$ cat src/shared/fpbs_pkg.sv
// shared constants and types of the front panel button sequencer
package fpbs_pkg;
    // clock and base time units
    localparam int CLK_NS      = 8;          // ref_clk period, ns
    localparam int MS_NS       = 1000000;    // one millisecond in ns
    localparam int TICK_CYC    = MS_NS / CLK_NS; // cycles per 1 ms tick
    localparam int MS_PER_S    = 1000;
    // sequence times, in their own units
    localparam int HOLD1_S     = 5;          // first hold stage, s
    localparam int HOLD2_S     = 10;         // second hold stage, s
    localparam int CONF_S      = 3;          // confirm window, s
    localparam int LOCK_MS     = 100;        // pairing window of both buttons
    localparam int DEB_MS      = 20;         // button debounce
    localparam int DARK_MS     = 1000;       // dark pause after a confirmed sequence
    // derived counts in 1 ms ticks
    localparam int MSW         = 14;
    localparam logic [MSW-1:0] HOLD1_T = MSW'(HOLD1_S * MS_PER_S);
    localparam logic [MSW-1:0] HOLD2_T = MSW'(HOLD2_S * MS_PER_S);
    localparam logic [MSW-1:0] CONF_T  = MSW'(CONF_S * MS_PER_S);
    localparam logic [MSW-1:0] DARK_T  = MSW'(DARK_MS);
    localparam logic [6:0]     LOCK_T  = 7'(LOCK_MS);
    // blink half periods in ms and blink counts
    localparam logic [9:0] FP_HALF_SLOW = 10'd250;
    localparam logic [9:0] FP_HALF_FAST = 10'd100;
    localparam logic [9:0] FP_HALF_ACK  = 10'd150;
    localparam logic [9:0] AL_HALF_SLOW = 10'd500;
    localparam logic [9:0] AL_HALF_FAST = 10'd100; // 200 ms period
    localparam logic [2:0] LOCK_BLINKS  = 3'd4;
    localparam logic [2:0] LOCKED_BLINKS = 3'd3;
    localparam logic [1:0] CONF_PRESSES = 2'd3;
    // register map, byte addresses
    localparam logic [7:0] REG_CTRL    = 8'h00;
    localparam logic [7:0] REG_STAT    = 8'h04;
    localparam logic [7:0] REG_INT_ST  = 8'h08;
    localparam logic [7:0] REG_INT_CLR = 8'h0c;
    localparam logic [7:0] REG_INT_EN  = 8'h10;
    // control bits
    localparam int CTRL_DHCP   = 0;
    localparam int CTRL_LOCK   = 1;
    localparam logic DHCP_RST  = 1'b0;       // factory: static address
    // interrupt bits
    localparam int IW          = 5;
    localparam int IRQ_IDENT   = 0;
    localparam int IRQ_LOCK    = 1;
    localparam int IRQ_DHCP    = 2;
    localparam int IRQ_FACT    = 3;
    localparam int IRQ_REFUSE  = 4;
    // sequencer states, gray along the hold path
    typedef enum logic [2:0] {
        ST_IDLE   = 3'b000,
        ST_HOLD   = 3'b001,
        ST_HOLD5  = 3'b011,
        ST_HOLD10 = 3'b010,
        ST_CONF   = 3'b110,
        ST_DARK   = 3'b111,
        ST_BOOT   = 3'b100
    } fpbs_state_t;
    // register bus request
    typedef struct packed {
        logic [7:0]  addr;
        logic [31:0] wdata;
        logic        wr;
        logic        rd;
    } fpbs_bus_req_t;
endpackage

$ cat src/rtl/fpbs_debounce.sv
// button synchroniser and debouncer
`timescale 1ns/100ps
`default_nettype none
module fpbs_debounce #(
    parameter int DEB = 20
) (
    // clock and reset
    input  wire logic ref_clk,
    input  wire logic rst_n,
    // 1 ms tick
    input  wire logic tick,
    // raw pin and results
    input  wire logic pin,
    output logic      sync_o,
    output logic      level
);
    import fpbs_pkg::*;

    typedef struct packed {
        logic       s1;   // first sync stage, read only by s2
        logic       s2;   // second sync stage
        logic       lvl;  // debounced level
        logic [5:0] cnt;  // stable time in ms
    } fpbs_deb_t;

    fpbs_deb_t s_r, s_nxt;

    // level only moves after DEB ms of stable input
    always_comb begin
        s_nxt = s_r;
        s_nxt.s1 = pin;
        s_nxt.s2 = s_r.s1;
        if (s_r.s2 == s_r.lvl) begin
            s_nxt.cnt = 6'h00;
        end else if (tick) begin
            if (s_r.cnt == 6'(DEB - 1)) begin
                s_nxt.lvl = s_r.s2;
                s_nxt.cnt = 6'h00;
            end else begin
                s_nxt.cnt = s_r.cnt + 6'h01;
            end
        end
    end

    // state register
    always_ff @(posedge ref_clk) begin
        if (!rst_n) begin
            s_r <= '0;
        end else begin
            s_r <= s_nxt;
        end
    end

    assign sync_o = s_r.s2;
    assign level  = s_r.lvl;
endmodule
`default_nettype wire

$ cat src/rtl/fpbs_blinker.sv
// led blink pattern generator: n blinks or continuous
`timescale 1ns/100ps
`default_nettype none
module fpbs_blinker (
    // clock and reset
    input  wire logic       ref_clk,
    input  wire logic       rst_n,
    // 1 ms tick
    input  wire logic       tick,
    // control
    input  wire logic       start,
    input  wire logic       stop,
    input  wire logic [9:0] half_ms,
    input  wire logic [2:0] count,
    // pattern
    output logic            led,
    output logic            busy
);
    import fpbs_pkg::*;

    typedef struct packed {
        logic [9:0] half; // latched half period
        logic [9:0] cnt;  // ms in this half
        logic [2:0] left; // blinks to go
        logic       inf;  // count of zero runs forever
        logic       led;
        logic       run;
    } fpbs_blink_t;

    fpbs_blink_t s_r, s_nxt;

    // stop beats start so a dark request always wins
    always_comb begin
        s_nxt = s_r;
        if (stop) begin
            s_nxt.run = 1'b0;
            s_nxt.led = 1'b0;
        end else if (start) begin
            s_nxt.half = half_ms;
            s_nxt.left = count;
            s_nxt.inf  = (count == 3'd0);
            s_nxt.cnt  = 10'h000;
            s_nxt.led  = 1'b1;
            s_nxt.run  = 1'b1;
        end else if (s_r.run && tick) begin
            if (s_r.cnt + 10'h001 >= s_r.half) begin
                s_nxt.cnt = 10'h000;
                s_nxt.led = ~s_r.led;
                // an off edge closes one blink
                if (s_r.led && !s_r.inf) begin
                    s_nxt.left = s_r.left - 3'd1;
                    if (s_r.left == 3'd1) begin
                        s_nxt.run = 1'b0;
                    end
                end
            end else begin
                s_nxt.cnt = s_r.cnt + 10'h001;
            end
        end
    end

    // state register
    always_ff @(posedge ref_clk) begin
        if (!rst_n) begin
            s_r <= '0;
        end else begin
            s_r <= s_nxt;
        end
    end

    assign led  = s_r.led;
    assign busy = s_r.run;
endmodule
`default_nettype wire

$ cat src/rtl/fpbs_top.sv
// front panel button sequencer: hold stages, lock, boot strap, leds, registers
`timescale 1ns/100ps
`default_nettype none
module fpbs_top #(
    parameter int TICK_CYC_P = fpbs_pkg::TICK_CYC, // cycles per 1 ms tick
    parameter int DEB_P      = fpbs_pkg::DEB_MS
) (
    // clock and reset
    input  wire logic                    ref_clk,
    input  wire logic                    rst_n,
    // button pins, high while pressed
    input  wire logic                    identify_button,
    input  wire logic                    audio_sel_button,
    input  wire logic                    reset_button,
    // register bus
    input  wire fpbs_pkg::fpbs_bus_req_t bus_req,
    output logic [31:0]                  bus_rdata,
    // leds
    output logic                         fp_led_override,
    output logic                         fp_led_on,
    output logic                         alive_indicator,
    // settings and system requests
    output logic                         dhcp_en,
    output logic                         lock_on,
    output logic                         boot_mode,
    output logic                         ident_evt,
    output logic                         audio_evt,
    output logic                         restore_req,
    output logic                         reboot_req,
    // interrupt
    output logic                         irq
);
    import fpbs_pkg::*;

    // whole state of the sequencer
    typedef struct packed {
        logic [16:0]    div;      // tick divider
        logic           tick;     // 1 ms enable pulse
        fpbs_state_t    st;
        logic [MSW-1:0] ms;       // stage timer
        logic [1:0]     presses;  // confirm presses seen
        logic           fact;     // sequence is the factory one
        logic           started;  // strap sampled
        logic           boot;
        logic           dhcp;
        logic           lock;
        logic           i_prev;
        logic           a_prev;
        logic           r_prev;
        logic [6:0]     i_age;    // ms since identify press
        logic [6:0]     a_age;    // ms since audio press
        logic           fp_ovr;
        logic           fp_start;
        logic           fp_stop;
        logic [9:0]     fp_half;
        logic [2:0]     fp_cnt;
        logic           al_start;
        logic [9:0]     al_half;
        logic [IW-1:0]  ist;      // sticky interrupt status
        logic [IW-1:0]  ien;      // interrupt enables
        logic           irq;
        logic [31:0]    rdata;
        logic           ident_evt;
        logic           audio_evt;
        logic           restore;
        logic           reboot;
    } fpbs_top_t;

    fpbs_top_t s_r, s_nxt;

    logic i_lvl;   // debounced identify
    logic i_sync;  // synchronised identify, for the strap
    logic a_lvl;   // debounced audio select
    logic r_lvl;   // debounced reset button
    logic fp_led;  // front blinker pattern
    logic fp_busy; // front blinker running
    logic al_led;  // alive blinker pattern

    // the three buttons share one debouncer design
    fpbs_debounce #(.DEB(DEB_P)) u_deb_ident (
        .ref_clk (ref_clk),
        .rst_n   (rst_n),
        .tick    (s_r.tick),
        .pin     (identify_button),
        .sync_o  (i_sync),
        .level   (i_lvl)
    );

    fpbs_debounce #(.DEB(DEB_P)) u_deb_audio (
        .ref_clk (ref_clk),
        .rst_n   (rst_n),
        .tick    (s_r.tick),
        .pin     (audio_sel_button),
        .sync_o  (),
        .level   (a_lvl)
    );

    fpbs_debounce #(.DEB(DEB_P)) u_deb_reset (
        .ref_clk (ref_clk),
        .rst_n   (rst_n),
        .tick    (s_r.tick),
        .pin     (reset_button),
        .sync_o  (),
        .level   (r_lvl)
    );

    // front panel pattern
    fpbs_blinker u_blink_fp (
        .ref_clk (ref_clk),
        .rst_n   (rst_n),
        .tick    (s_r.tick),
        .start   (s_r.fp_start),
        .stop    (s_r.fp_stop),
        .half_ms (s_r.fp_half),
        .count   (s_r.fp_cnt),
        .led     (fp_led),
        .busy    (fp_busy)
    );

    // alive indicator pattern, always continuous
    fpbs_blinker u_blink_alive (
        .ref_clk (ref_clk),
        .rst_n   (rst_n),
        .tick    (s_r.tick),
        .start   (s_r.al_start),
        .stop    (1'b0),
        .half_ms (s_r.al_half),
        .count   (3'd0),
        .led     (al_led),
        .busy    ()
    );

    // next state
    always_comb begin
        logic i_rise;
        logic a_rise;
        logic r_rise;
        logic pair;
        i_rise = 1'b0;
        a_rise = 1'b0;
        r_rise = 1'b0;
        pair   = 1'b0;
        s_nxt  = s_r;
        // pulses default low
        s_nxt.tick      = 1'b0;
        s_nxt.fp_start  = 1'b0;
        s_nxt.fp_stop   = 1'b0;
        s_nxt.al_start  = 1'b0;
        s_nxt.ident_evt = 1'b0;
        s_nxt.audio_evt = 1'b0;
        s_nxt.restore   = 1'b0;
        s_nxt.reboot    = 1'b0;
        s_nxt.rdata     = 32'h0000_0000;

        // 1 ms enable from the divider
        if (s_r.div == 17'(TICK_CYC_P - 1)) begin
            s_nxt.div  = 17'h00000;
            s_nxt.tick = 1'b1;
        end else begin
            s_nxt.div = s_r.div + 17'h00001;
        end

        // edges of the debounced buttons
        i_rise = i_lvl & ~s_r.i_prev;
        a_rise = a_lvl & ~s_r.a_prev;
        r_rise = r_lvl & ~s_r.r_prev;
        s_nxt.i_prev = i_lvl;
        s_nxt.a_prev = a_lvl;
        s_nxt.r_prev = r_lvl;

        // press ages saturate just past the pairing window
        if (s_r.tick && s_r.i_age <= LOCK_T) begin
            s_nxt.i_age = s_r.i_age + 7'h01;
        end
        if (s_r.tick && s_r.a_age <= LOCK_T) begin
            s_nxt.a_age = s_r.a_age + 7'h01;
        end
        if (i_rise) begin
            s_nxt.i_age = 7'h00;
        end
        if (a_rise) begin
            s_nxt.a_age = 7'h00;
        end
        pair = (i_rise && s_nxt.a_age <= LOCK_T) || (a_rise && s_nxt.i_age <= LOCK_T);

        // software writes first, so hardware updates below win
        if (bus_req.wr) begin
            case (bus_req.addr)
                REG_CTRL: begin
                    s_nxt.dhcp = bus_req.wdata[CTRL_DHCP];
                    s_nxt.lock = bus_req.wdata[CTRL_LOCK];
                end
                REG_INT_CLR: s_nxt.ist = s_r.ist & ~bus_req.wdata[IW-1:0];
                REG_INT_EN:  s_nxt.ien = bus_req.wdata[IW-1:0];
                default: ;
            endcase
        end

        // read data stand for exactly one cycle
        if (bus_req.rd) begin
            case (bus_req.addr)
                REG_CTRL:   s_nxt.rdata = {30'h0, s_r.lock, s_r.dhcp};
                REG_STAT:   s_nxt.rdata = {27'h0, s_r.fp_ovr, s_r.boot, s_r.st};
                REG_INT_ST: s_nxt.rdata = {27'h0, s_r.ist};
                REG_INT_EN: s_nxt.rdata = {27'h0, s_r.ien};
                default:    s_nxt.rdata = 32'h0000_0000;
            endcase
        end

        // reset button asks the system for a plain reboot
        if (r_rise) begin
            s_nxt.reboot = 1'b1;
        end

        if (!s_r.started) begin
            // strap: wait a tick so the synchroniser has settled
            if (s_r.tick) begin
                s_nxt.started  = 1'b1;
                s_nxt.boot     = i_sync;
                s_nxt.al_start = 1'b1;
                s_nxt.al_half  = i_sync ? AL_HALF_FAST : AL_HALF_SLOW;
                if (i_sync) begin
                    s_nxt.st      = ST_BOOT;
                    s_nxt.fp_ovr  = 1'b1;
                    s_nxt.fp_stop = 1'b1;
                end
            end
        end else if (!s_r.boot) begin
            // release the leds once an ack pattern ends, locked or not
            if (s_r.st == ST_IDLE && !fp_busy && !s_r.fp_start) begin
                s_nxt.fp_ovr = 1'b0;
            end
            // sequencer runs only while unlocked
            if (!s_r.lock) begin
                if (i_rise) begin
                    s_nxt.ident_evt       = 1'b1;
                    s_nxt.ist[IRQ_IDENT] = 1'b1;
                end
                if (a_rise) begin
                    s_nxt.audio_evt = 1'b1;
                end
                case (s_r.st)
                    ST_IDLE: begin
                        if (i_rise) begin
                            s_nxt.st = ST_HOLD;
                            s_nxt.ms = '0;
                        end
                    end
                    ST_HOLD: begin
                        if (!i_lvl) begin
                            s_nxt.st = ST_IDLE;
                        end else if (s_r.tick) begin
                            s_nxt.ms = s_r.ms + MSW'(1);
                            if (s_r.ms + MSW'(1) == HOLD1_T) begin
                                s_nxt.st       = ST_HOLD5;
                                s_nxt.fp_ovr   = 1'b1;
                                s_nxt.fp_start = 1'b1;
                                s_nxt.fp_half  = FP_HALF_SLOW;
                                s_nxt.fp_cnt   = 3'd0;
                            end
                        end
                    end
                    ST_HOLD5: begin
                        if (!i_lvl) begin
                            s_nxt.st      = ST_CONF;
                            s_nxt.fact    = 1'b0;
                            s_nxt.ms      = '0;
                            s_nxt.presses = 2'd0;
                        end else if (s_r.tick) begin
                            s_nxt.ms = s_r.ms + MSW'(1);
                            if (s_r.ms + MSW'(1) == HOLD2_T) begin
                                s_nxt.st       = ST_HOLD10;
                                s_nxt.fp_start = 1'b1;
                                s_nxt.fp_half  = FP_HALF_FAST;
                                s_nxt.fp_cnt   = 3'd0;
                            end
                        end
                    end
                    ST_HOLD10: begin
                        // holding longer changes nothing
                        if (!i_lvl) begin
                            s_nxt.st      = ST_CONF;
                            s_nxt.fact    = 1'b1;
                            s_nxt.ms      = '0;
                            s_nxt.presses = 2'd0;
                        end
                    end
                    ST_CONF: begin
                        if (i_rise) begin
                            s_nxt.presses = s_r.presses + 2'd1;
                            if (s_r.presses + 2'd1 == CONF_PRESSES) begin
                                s_nxt.st      = ST_DARK;
                                s_nxt.ms      = '0;
                                s_nxt.fp_stop = 1'b1;
                                if (s_r.fact) begin
                                    s_nxt.restore        = 1'b1;
                                    s_nxt.dhcp           = DHCP_RST;
                                    s_nxt.ist[IRQ_FACT] = 1'b1;
                                end else begin
                                    s_nxt.dhcp           = 1'b1;
                                    s_nxt.ist[IRQ_DHCP] = 1'b1;
                                end
                            end
                        end else if (s_r.tick) begin
                            s_nxt.ms = s_r.ms + MSW'(1);
                            // window timed out: give up, settings untouched
                            if (s_r.ms + MSW'(1) == CONF_T) begin
                                s_nxt.st      = ST_IDLE;
                                s_nxt.fp_stop = 1'b1;
                                s_nxt.fp_ovr  = 1'b0;
                            end
                        end
                    end
                    ST_DARK: begin
                        // leds held dark, then reboot after a restore
                        if (s_r.tick) begin
                            s_nxt.ms = s_r.ms + MSW'(1);
                            if (s_r.ms + MSW'(1) == DARK_T) begin
                                s_nxt.st     = ST_IDLE;
                                s_nxt.fp_ovr = 1'b0;
                                s_nxt.reboot = s_r.fact;
                            end
                        end
                    end
                    default: s_nxt.st = ST_IDLE;
                endcase
            end else if (i_rise || a_rise) begin
                // locked: press refused, shown by three blinks
                s_nxt.fp_ovr           = 1'b1;
                s_nxt.fp_start         = 1'b1;
                s_nxt.fp_half          = FP_HALF_ACK;
                s_nxt.fp_cnt           = LOCKED_BLINKS;
                s_nxt.ist[IRQ_REFUSE] = 1'b1;
            end
            // a pair overrides the next state and the blinks of the sequence and the refusal, but a blinker stop set by the sequence in the same cycle still wins
            if (pair) begin
                s_nxt.lock           = ~s_r.lock;
                s_nxt.st             = ST_IDLE;
                s_nxt.fp_ovr         = 1'b1;
                s_nxt.fp_start       = 1'b1;
                s_nxt.fp_half        = FP_HALF_ACK;
                s_nxt.fp_cnt         = LOCK_BLINKS;
                s_nxt.ist[IRQ_LOCK] = 1'b1;
            end
        end

        // level interrupt from enabled sticky bits
        s_nxt.irq = |(s_nxt.ist & s_nxt.ien);
    end

    // state register, settings take factory values at reset
    always_ff @(posedge ref_clk) begin
        if (!rst_n) begin
            s_r      <= '0;
            s_r.st   <= ST_IDLE;
            s_r.dhcp <= DHCP_RST;
            s_r.i_age <= LOCK_T + 7'h01; // no press seen yet
            s_r.a_age <= LOCK_T + 7'h01;
        end else begin
            s_r <= s_nxt;
        end
    end

    // outputs
    assign bus_rdata       = s_r.rdata;
    assign fp_led_override = s_r.fp_ovr;
    assign fp_led_on       = fp_led;
    assign alive_indicator = al_led;
    assign dhcp_en         = s_r.dhcp;
    assign lock_on         = s_r.lock;
    assign boot_mode       = s_r.boot;
    assign ident_evt       = s_r.ident_evt;
    assign audio_evt       = s_r.audio_evt;
    assign restore_req     = s_r.restore;
    assign reboot_req      = s_r.reboot;
    assign irq             = s_r.irq;
endmodule
`default_nettype wire

$ cat config.mk
export PLATFORM = sky130hd
export DESIGN_NAME = fpbs_top
export DESIGN_NICKNAME = d
export VERILOG_FILES = /design/src/shared/fpbs_pkg.sv /design/src/rtl/fpbs_debounce.sv /design/src/rtl/fpbs_blinker.sv /design/src/rtl/fpbs_top.sv
export SDC_FILE = /design/constraint.sdc
export NUM_CORES = 1
export LEC_CHECK = 0
export ABC_AREA = 1
export ABC_CLOCK_PERIOD_IN_PS = 2700
export BUFFER_PORTS_ARGS = -buffer_cell sky130_fd_sc_hd__buf_4
export CAP_MARGIN = 10
export CELL_PAD_IN_SITES_DETAIL_PLACEMENT = 1
export CELL_PAD_IN_SITES_GLOBAL_PLACEMENT = 2
export CORE_MARGIN = 4
export CORE_UTILIZATION = 33
export DETAILED_ROUTE_END_ITERATION = 8
export GPL_TIMING_DRIVEN = 0
export PLACE_DENSITY_LB_ADDON = 0.08
export SYNTH_ARGS = -nofsm -noshare
export SYNTH_HDL_FRONTEND = slang
export SYNTH_HIERARCHICAL = 1
export SYNTH_SLANG_ARGS = --single-unit
export TNS_END_PERCENT = 50
$ cat constraint.sdc
create_clock -name ref_clk -period 2.7 [get_ports ref_clk]
set_input_delay 0.27 -clock ref_clk [delete_from_list [all_inputs] [get_ports ref_clk]]
set_output_delay 0.27 -clock ref_clk [all_outputs]
set_load 0.01 [all_outputs]
; ---- After elaboration in Yosys (flattened, before gate mapping)
; Cells that the tools add are included.
[word_totals]
input_bits = 47
register_bits = 212
[classes]
order_cmp = 6
addsub = 12
muxes = 132
eq_ne = 53
bitwise_logic = 22
n_reduce_logical = 63
[op_table]
columns = op, count
row1 = $mux 13, 11
row2 = $mux 17, 8
row3 = $pmux 14 s6, 1
row4 = $mux 20, 3
row5 = $mux 1, 49
row6 = $mux 2, 23
row7 = $ne 4x4->1 const B, 10
row8 = $mux 3, 12
row9 = $mux 10, 3
row10 = $le 7x7->1 const B, 4
row11 = $mux 7, 4
row12 = $pmux 13 s2, 1
row13 = $reduce_bool 2->1, 11
row14 = $add 10x1->10 const B, 2
row15 = $ge 10x10->1, 2
row16 = $mux 5, 4
row17 = $ne 5x5->1 const B, 4
row18 = $pmux 5 s4, 1
row19 = $add 6x1->6 const B, 3
row20 = $eq 6x5->1 const B, 3
row21 = $mux 6, 3
row22 = $pmux 3 s6, 1
row23 = $add 17x1->17 const B, 1
row24 = $eq 17x17->1 const B, 1
row25 = other kinds (54), 123

; ---- Logic depth before layout (Yosys ltp)
[depth]
ltp_word = 13
mapped_depth = 21
mapped_depth_nobuf = 21

; ---- Hierarchy
; Netlist, hierarchy kept.
[modules_own_cells]
columns = mod, seq_area_each_um2, area_per_inst_um2, cells_each, instances
row1 = fpbs_top, 1821.7, 5373.9, 822, 1
row2 = fpbs_blinker, 520.5, 1536.5, 221, 2
row3 = fpbs_debounce, 180.2, 419.2, 63, 3

; ---- Least setup slack after synthesis
; OpenSTA, ideal clock, no wires.
[synth_timing]
kind = reg2reg
from = register s_r[115] (netlist name)
to = register s_r[65] (netlist name)
required_ps = 2587
path_slack_ps = 553
stages_incl_launch_ff = 16
arrival_time_ps = 2034
cell_sequence = dfxtp_1 -> buf_6 -> buf_2 -> nand3_1 -> a21oi_1 -> nand2_1 -> nand2_1 -> nand2_1 -> nand2_1 -> nand3_1 -> inv_2 -> nand2_2 -> nand3_2 -> nand2_1 -> nand2_1 -> nor2_1

; ---- Worst setup path after layout
[layout_timing]
from = register u_blink_fp/s_r[6] (netlist bit)
to = register u_blink_fp/s_r[12] (netlist bit)
[layout_between]
elab_chain_len = 5
[layout_rtl]
columns = item, line_no
row1 = "start, declared", fpbs_blinker.sv:30  ; fpbs_blink_t s_r, s_nxt;
row2 = "start signal, assigned", fpbs_blinker.sv:67  ; s_r <= s_nxt;
row3 = $add 10x1->10 *, "fpbs_blinker.sv:46, fpbs_blinker.sv:57"
row4 = $ge 10x10->1, fpbs_blinker.sv:46  ; if (s_r.cnt + 10'h001 >= s_r.half) begin
row5 = $mux 10 *, fpbs_blinker.sv:46
row6 = $mux 13 *, fpbs_blinker.sv:45  ; end else if (s_r.run && tick) begin
row7 = $mux 13 *, fpbs_blinker.sv:38  ; end else if (start) begin
; Every way passes the cells marked *; elsewhere a longest branch is shown, timed or not. The select of a mux whose other input is x is not followed.
; A chain may end at the register's enable or synchronous reset.

==> flow_summary_export.csv <==
group,metric,value,unit
hold_path,min_path_type,"primary input to register",
timing,slew_at_the_pin_with_the_worst_max_slew_slack,784.1,ps
power_and_ir_drop,ir_worst_vdd,0.0004340,V
worst_setup_path,critical_path_peak_fanout,10,
power_and_ir_drop,static-leakage-power,4.917,nW
timing,worst_slack,283.9,ps
layout,layout_common_cells,"sky130_fd_sc_hd__nand2_1 (374), sky130_fd_sc_hd__inv_1 (214), sky130_fd_sc_hd__dfxtp_1 (167)",
timing,rsz0062_at_grt,"false",
run,max_cap_viol_count,0,
timing,min_period_over_period,0.8948,
timing,setup_viol,0,
worst_setup_path,setup.worst_path.class,"register to register",
worst_setup_path,setup.worst_path.start_class,"register",
floorplan,initial_core_util,0.3363,
synth,synth_async_sr_flop_share,0,
synth,synth_top_area_cell,"sky130_fd_sc_hd__dfxtp_1",
synth,yosys_reg_bits,170,
timing,final.setup_skew,13.42,ps
synth,synth_top_flop_cell,"sky130_fd_sc_hd__dfxtp_1",
timing,report.final.hold_viol_count,0,
clock_tree,clkTransAtPathRegs,70,ps
route,ant_nets,0,
placement,io_buffer_count,35,
clock_tree,cts.htree.levels,4,
clock_tree,clockRootBuffer,"sky130_fd_sc_hd__clkbuf_16",
synth,synthesis.instances,1453,
floorplan,core-area,28860,um^2
timing,fin_crit,2416,ps
clock_tree,cts-root-to-sink-buffers,2,
grt,number_of_global_route_vias_before_repair,9121,
layout,fin_nets,1638,
floorplan,die_height,179.5,um
layout,synth_to_layout_area_growth,16.49,%
floorplan,die_area,32210,um^2
grt,grt_first_pass_wirelength,45980,um
clock_tree,clock_tree_from_tritoncts,"yes",
route,via_per_inst,4.619,
synth,synth.yosys.seq_area_share,0.3507,
route,vias,9016,
layout,fillers,3764,
placement,dp_worst_setup_slack,-337.6,ps
synth,synth.cell_area,9704,um^2
route,wl_per_cell,13.92,um
clock_tree,worstSkewPairLatency,440,ps
worst_setup_path,crit_arrival,2780,ps
grt,grt_max_degree,23,
placement,place_hpwl,20760,um
synth,post_synth_edffs,0,
status,status,"finished, final reports clean",
grt,grt_util_all_layers,0.1702,
power_and_ir_drop,p_per_area,462.6,nW/um^2
floorplan,floorplan.die.width,179.5,um
placement,finalWeightedCongestion,0.8265,
clock_tree,cts_num_sinks,170,
route,routed_wl,27170,um
clock_tree,cts-buffers-inserted,17,
worst_setup_path,required_time_of_the_worst_setup_path,3060,ps
layout,layout_cells_sized_above_1,0.1397,
route,drt_drc_violations_left,0,
synth,synth.top_cell.area_share,0.3507,
synth,synth-warning-count,6,
layout,post-route-util,0.3917,
worst_setup_path,crit_path_end_kind,"register",
timing,fmax,0.4139,GHz
synth,synth.area.top_cells,"sky130_fd_sc_hd__dfxtp_1 (35%), sky130_fd_sc_hd__nand2_1 (15%), sky130_fd_sc_hd__inv_1 (8.3%)",
layout,antenna_cells,0,
route,drt_pass1_iterations,4,
timing,worst_slew_margin_rel,0.4732,
synth,yosysUniqueCellTypes,53,
floorplan,rows,62,
synth,avgSynthCellArea,6.679,um^2
floorplan,io_pins,90,
route,drt_first_iter_violations,265,
layout,final_common_cell,"sky130_fd_sc_hd__nand2_1",
grt,grt_overflow_total,0,
timing,timing.final.max_slew_violations,0,
grt,initial_antenna_violation_count,0,
==> critical path: stages, from the launching register on <==
cell and delay (ps):
sky130_fd_sc_hd__dfxtp_1 400, sky130_fd_sc_hd__ha_1 230, sky130_fd_sc_hd__nand2_2 90, sky130_fd_sc_hd__nor3_1 200
sky130_fd_sc_hd__xor2_1 280, sky130_fd_sc_hd__ha_1 280, sky130_fd_sc_hd__nand2_1 80, sky130_fd_sc_hd__a21oi_1 50
sky130_fd_sc_hd__nor2_2 130, sky130_fd_sc_hd__nand3_4 180, sky130_fd_sc_hd__nor2_8 220, sky130_fd_sc_hd__nand2_1 90
sky130_fd_sc_hd__a21oi_1 120
==> worst paths after layout <==
kind	from	endpoint	slack, ps	cells after the start
worst min register to register	u_deb_audio/s_nxt[7]	u_deb_audio/sync_o	430	2
worst max-delay path	u_blink_fp/s_r[6]	u_blink_fp/s_r[12]	280	12
worst min-delay path	identify_button	u_deb_ident/s_nxt[7]	20	3
worst max register to register	u_blink_fp/s_r[6]	u_blink_fp/s_r[12]	280	12
==> repair_timing <==
item,4_1_cts,5_1_grt
hold buffers,1,0
pin swaps,0,2
setup endpoints to repair,26,13
setup buffers,0,5
gates resized for setup,2,15
endpoints found under the hold margin,1,0
==> cell usage after synthesis, types with 2 or more instances <==
library cell and number:
sky130_fd_sc_hd__a31oi_1 3, sky130_fd_sc_hd__nand3b_1 3, sky130_fd_sc_hd__nand3_4 2, sky130_fd_sc_hd__buf_2 6
sky130_fd_sc_hd__nor3_1 17, sky130_fd_sc_hd__o211a_1 2, sky130_fd_sc_hd__nand3_1 79, sky130_fd_sc_hd__xnor2_1 3
sky130_fd_sc_hd__a211oi_1 7, sky130_fd_sc_hd__nand3_2 4, sky130_fd_sc_hd__xnor2_2 3, sky130_fd_sc_hd__nor4_1 4
sky130_fd_sc_hd__a21oi_1 102, sky130_fd_sc_hd__inv_1 214, sky130_fd_sc_hd__nand2_2 32, sky130_fd_sc_hd__a22oi_1 3
sky130_fd_sc_hd__o21ai_1 7, sky130_fd_sc_hd__and3_1 2, sky130_fd_sc_hd__dfxtp_1 170, sky130_fd_sc_hd__xor2_1 16
sky130_fd_sc_hd__nand4_1 24, sky130_fd_sc_hd__nor2_4 7, sky130_fd_sc_hd__ha_1 36, sky130_fd_sc_hd__or2_2 5
sky130_fd_sc_hd__nor3b_1 3, sky130_fd_sc_hd__nor3_2 3, sky130_fd_sc_hd__o22ai_1 3, sky130_fd_sc_hd__clkbuf_1 14
sky130_fd_sc_hd__nor2_8 3, sky130_fd_sc_hd__nor2_1 154, sky130_fd_sc_hd__buf_4 34, sky130_fd_sc_hd__nand2_1 378
sky130_fd_sc_hd__inv_2 12, sky130_fd_sc_hd__o21ai_0 60, sky130_fd_sc_hd__buf_6 2, sky130_fd_sc_hd__o31ai_1 3
sky130_fd_sc_hd__nor2_2 17
==> cell type report <==
cell class	count	area, um^2	share of cell area
Tap cell	384	480.5	0.04250
Sequential cell	170	3410	0.3016
Clock inverter	14	163.9	0.01450
Clock buffer	18	429.2	0.03796
Timing Repair Buffer	41	314.1	0.02778
Buffer	58	371.6	0.03287
Multi-Input combinational cell	1040	5281	0.4672
Inverter	227	854.6	0.07559
==> power by group <==
part | switching (mW) | internal (mW) | leakage (nW)
combinational | 0.108 | 0.0649 | 3.26
sequential | 0.00519 | 2.51 | 1.37
clock | 1.15 | 1.39 | 0.282
total | 1.27 | 3.96 | 4.92
==> layer usage <==
| layer | part of all wire | vias up | global-route usage | routed length, um |
|---|---|---|---|---|
| met5 | 0 | - | 0 | 0 |
| met4 | 0.011 | 0 | 0.03871 | 293 |
| li1 | - | 4727 | - | - |
| met2 | 0.48 | 57 | 0.2991 | 13070 |
| met3 | 0.019 | 19 | 0.02546 | 506 |
| met1 | 0.49 | 4213 | 0.2212 | 13290 |
==> kinds of logic (layout without fill, tap and decap cells) <==
| group | after synthesis | after routing | synth area share |
|---|---|---|---|
| XOR/XNOR | 22 | 22 | 0.02218 |
| AO/OA/AOI/OAI | 197 | 197 | 0.1099 |
| other | 1 | 43 | 0.0003864 |
| flip-flops | 170 | 170 | 0.3507 |
| AND/OR/NAND/NOR | 742 | 742 | 0.3441 |
| adder cells (fa/ha/maj) | 36 | 36 | 0.04642 |
| buffers and inverters | 285 | 358 | 0.1264 |
==> metrics by stage <==
| stage | hold slack [ps] | power [mW] | setup TNS [ps] | instances | instance area, um^2 |
|---|---|---|---|---|---|
| final | 22.81 | 5.229 | 0 | 1952 | 11300 |
| after global routing | 30.55 | 5.481 | 0 | 1952 | 11300 |
| after CTS | 4.101 | 5.344 | 0 | 1947 | 11210 |
| after detailed placement | 412.0 | 2.750 | -5867 | 1914 | 10610 |
| after global placement | 395.2 | 2.747 | -5512 | 1914 | 10610 |
| after floorplan | 363.5 | 2.685 | 0 | 1495 | 9862 |
==> registers in the layout, indices dropped and copies added, names as in the netlist, 5 cells and up <==
register / count
bus_rdata: 5
s_r: 77
u_blink_alive/s_r: 24
u_blink_fp/s_r: 24
u_deb_audio/s_r: 6
u_deb_ident/s_r: 6
u_deb_reset/s_r: 6
(Power assumes the default switching activity.)
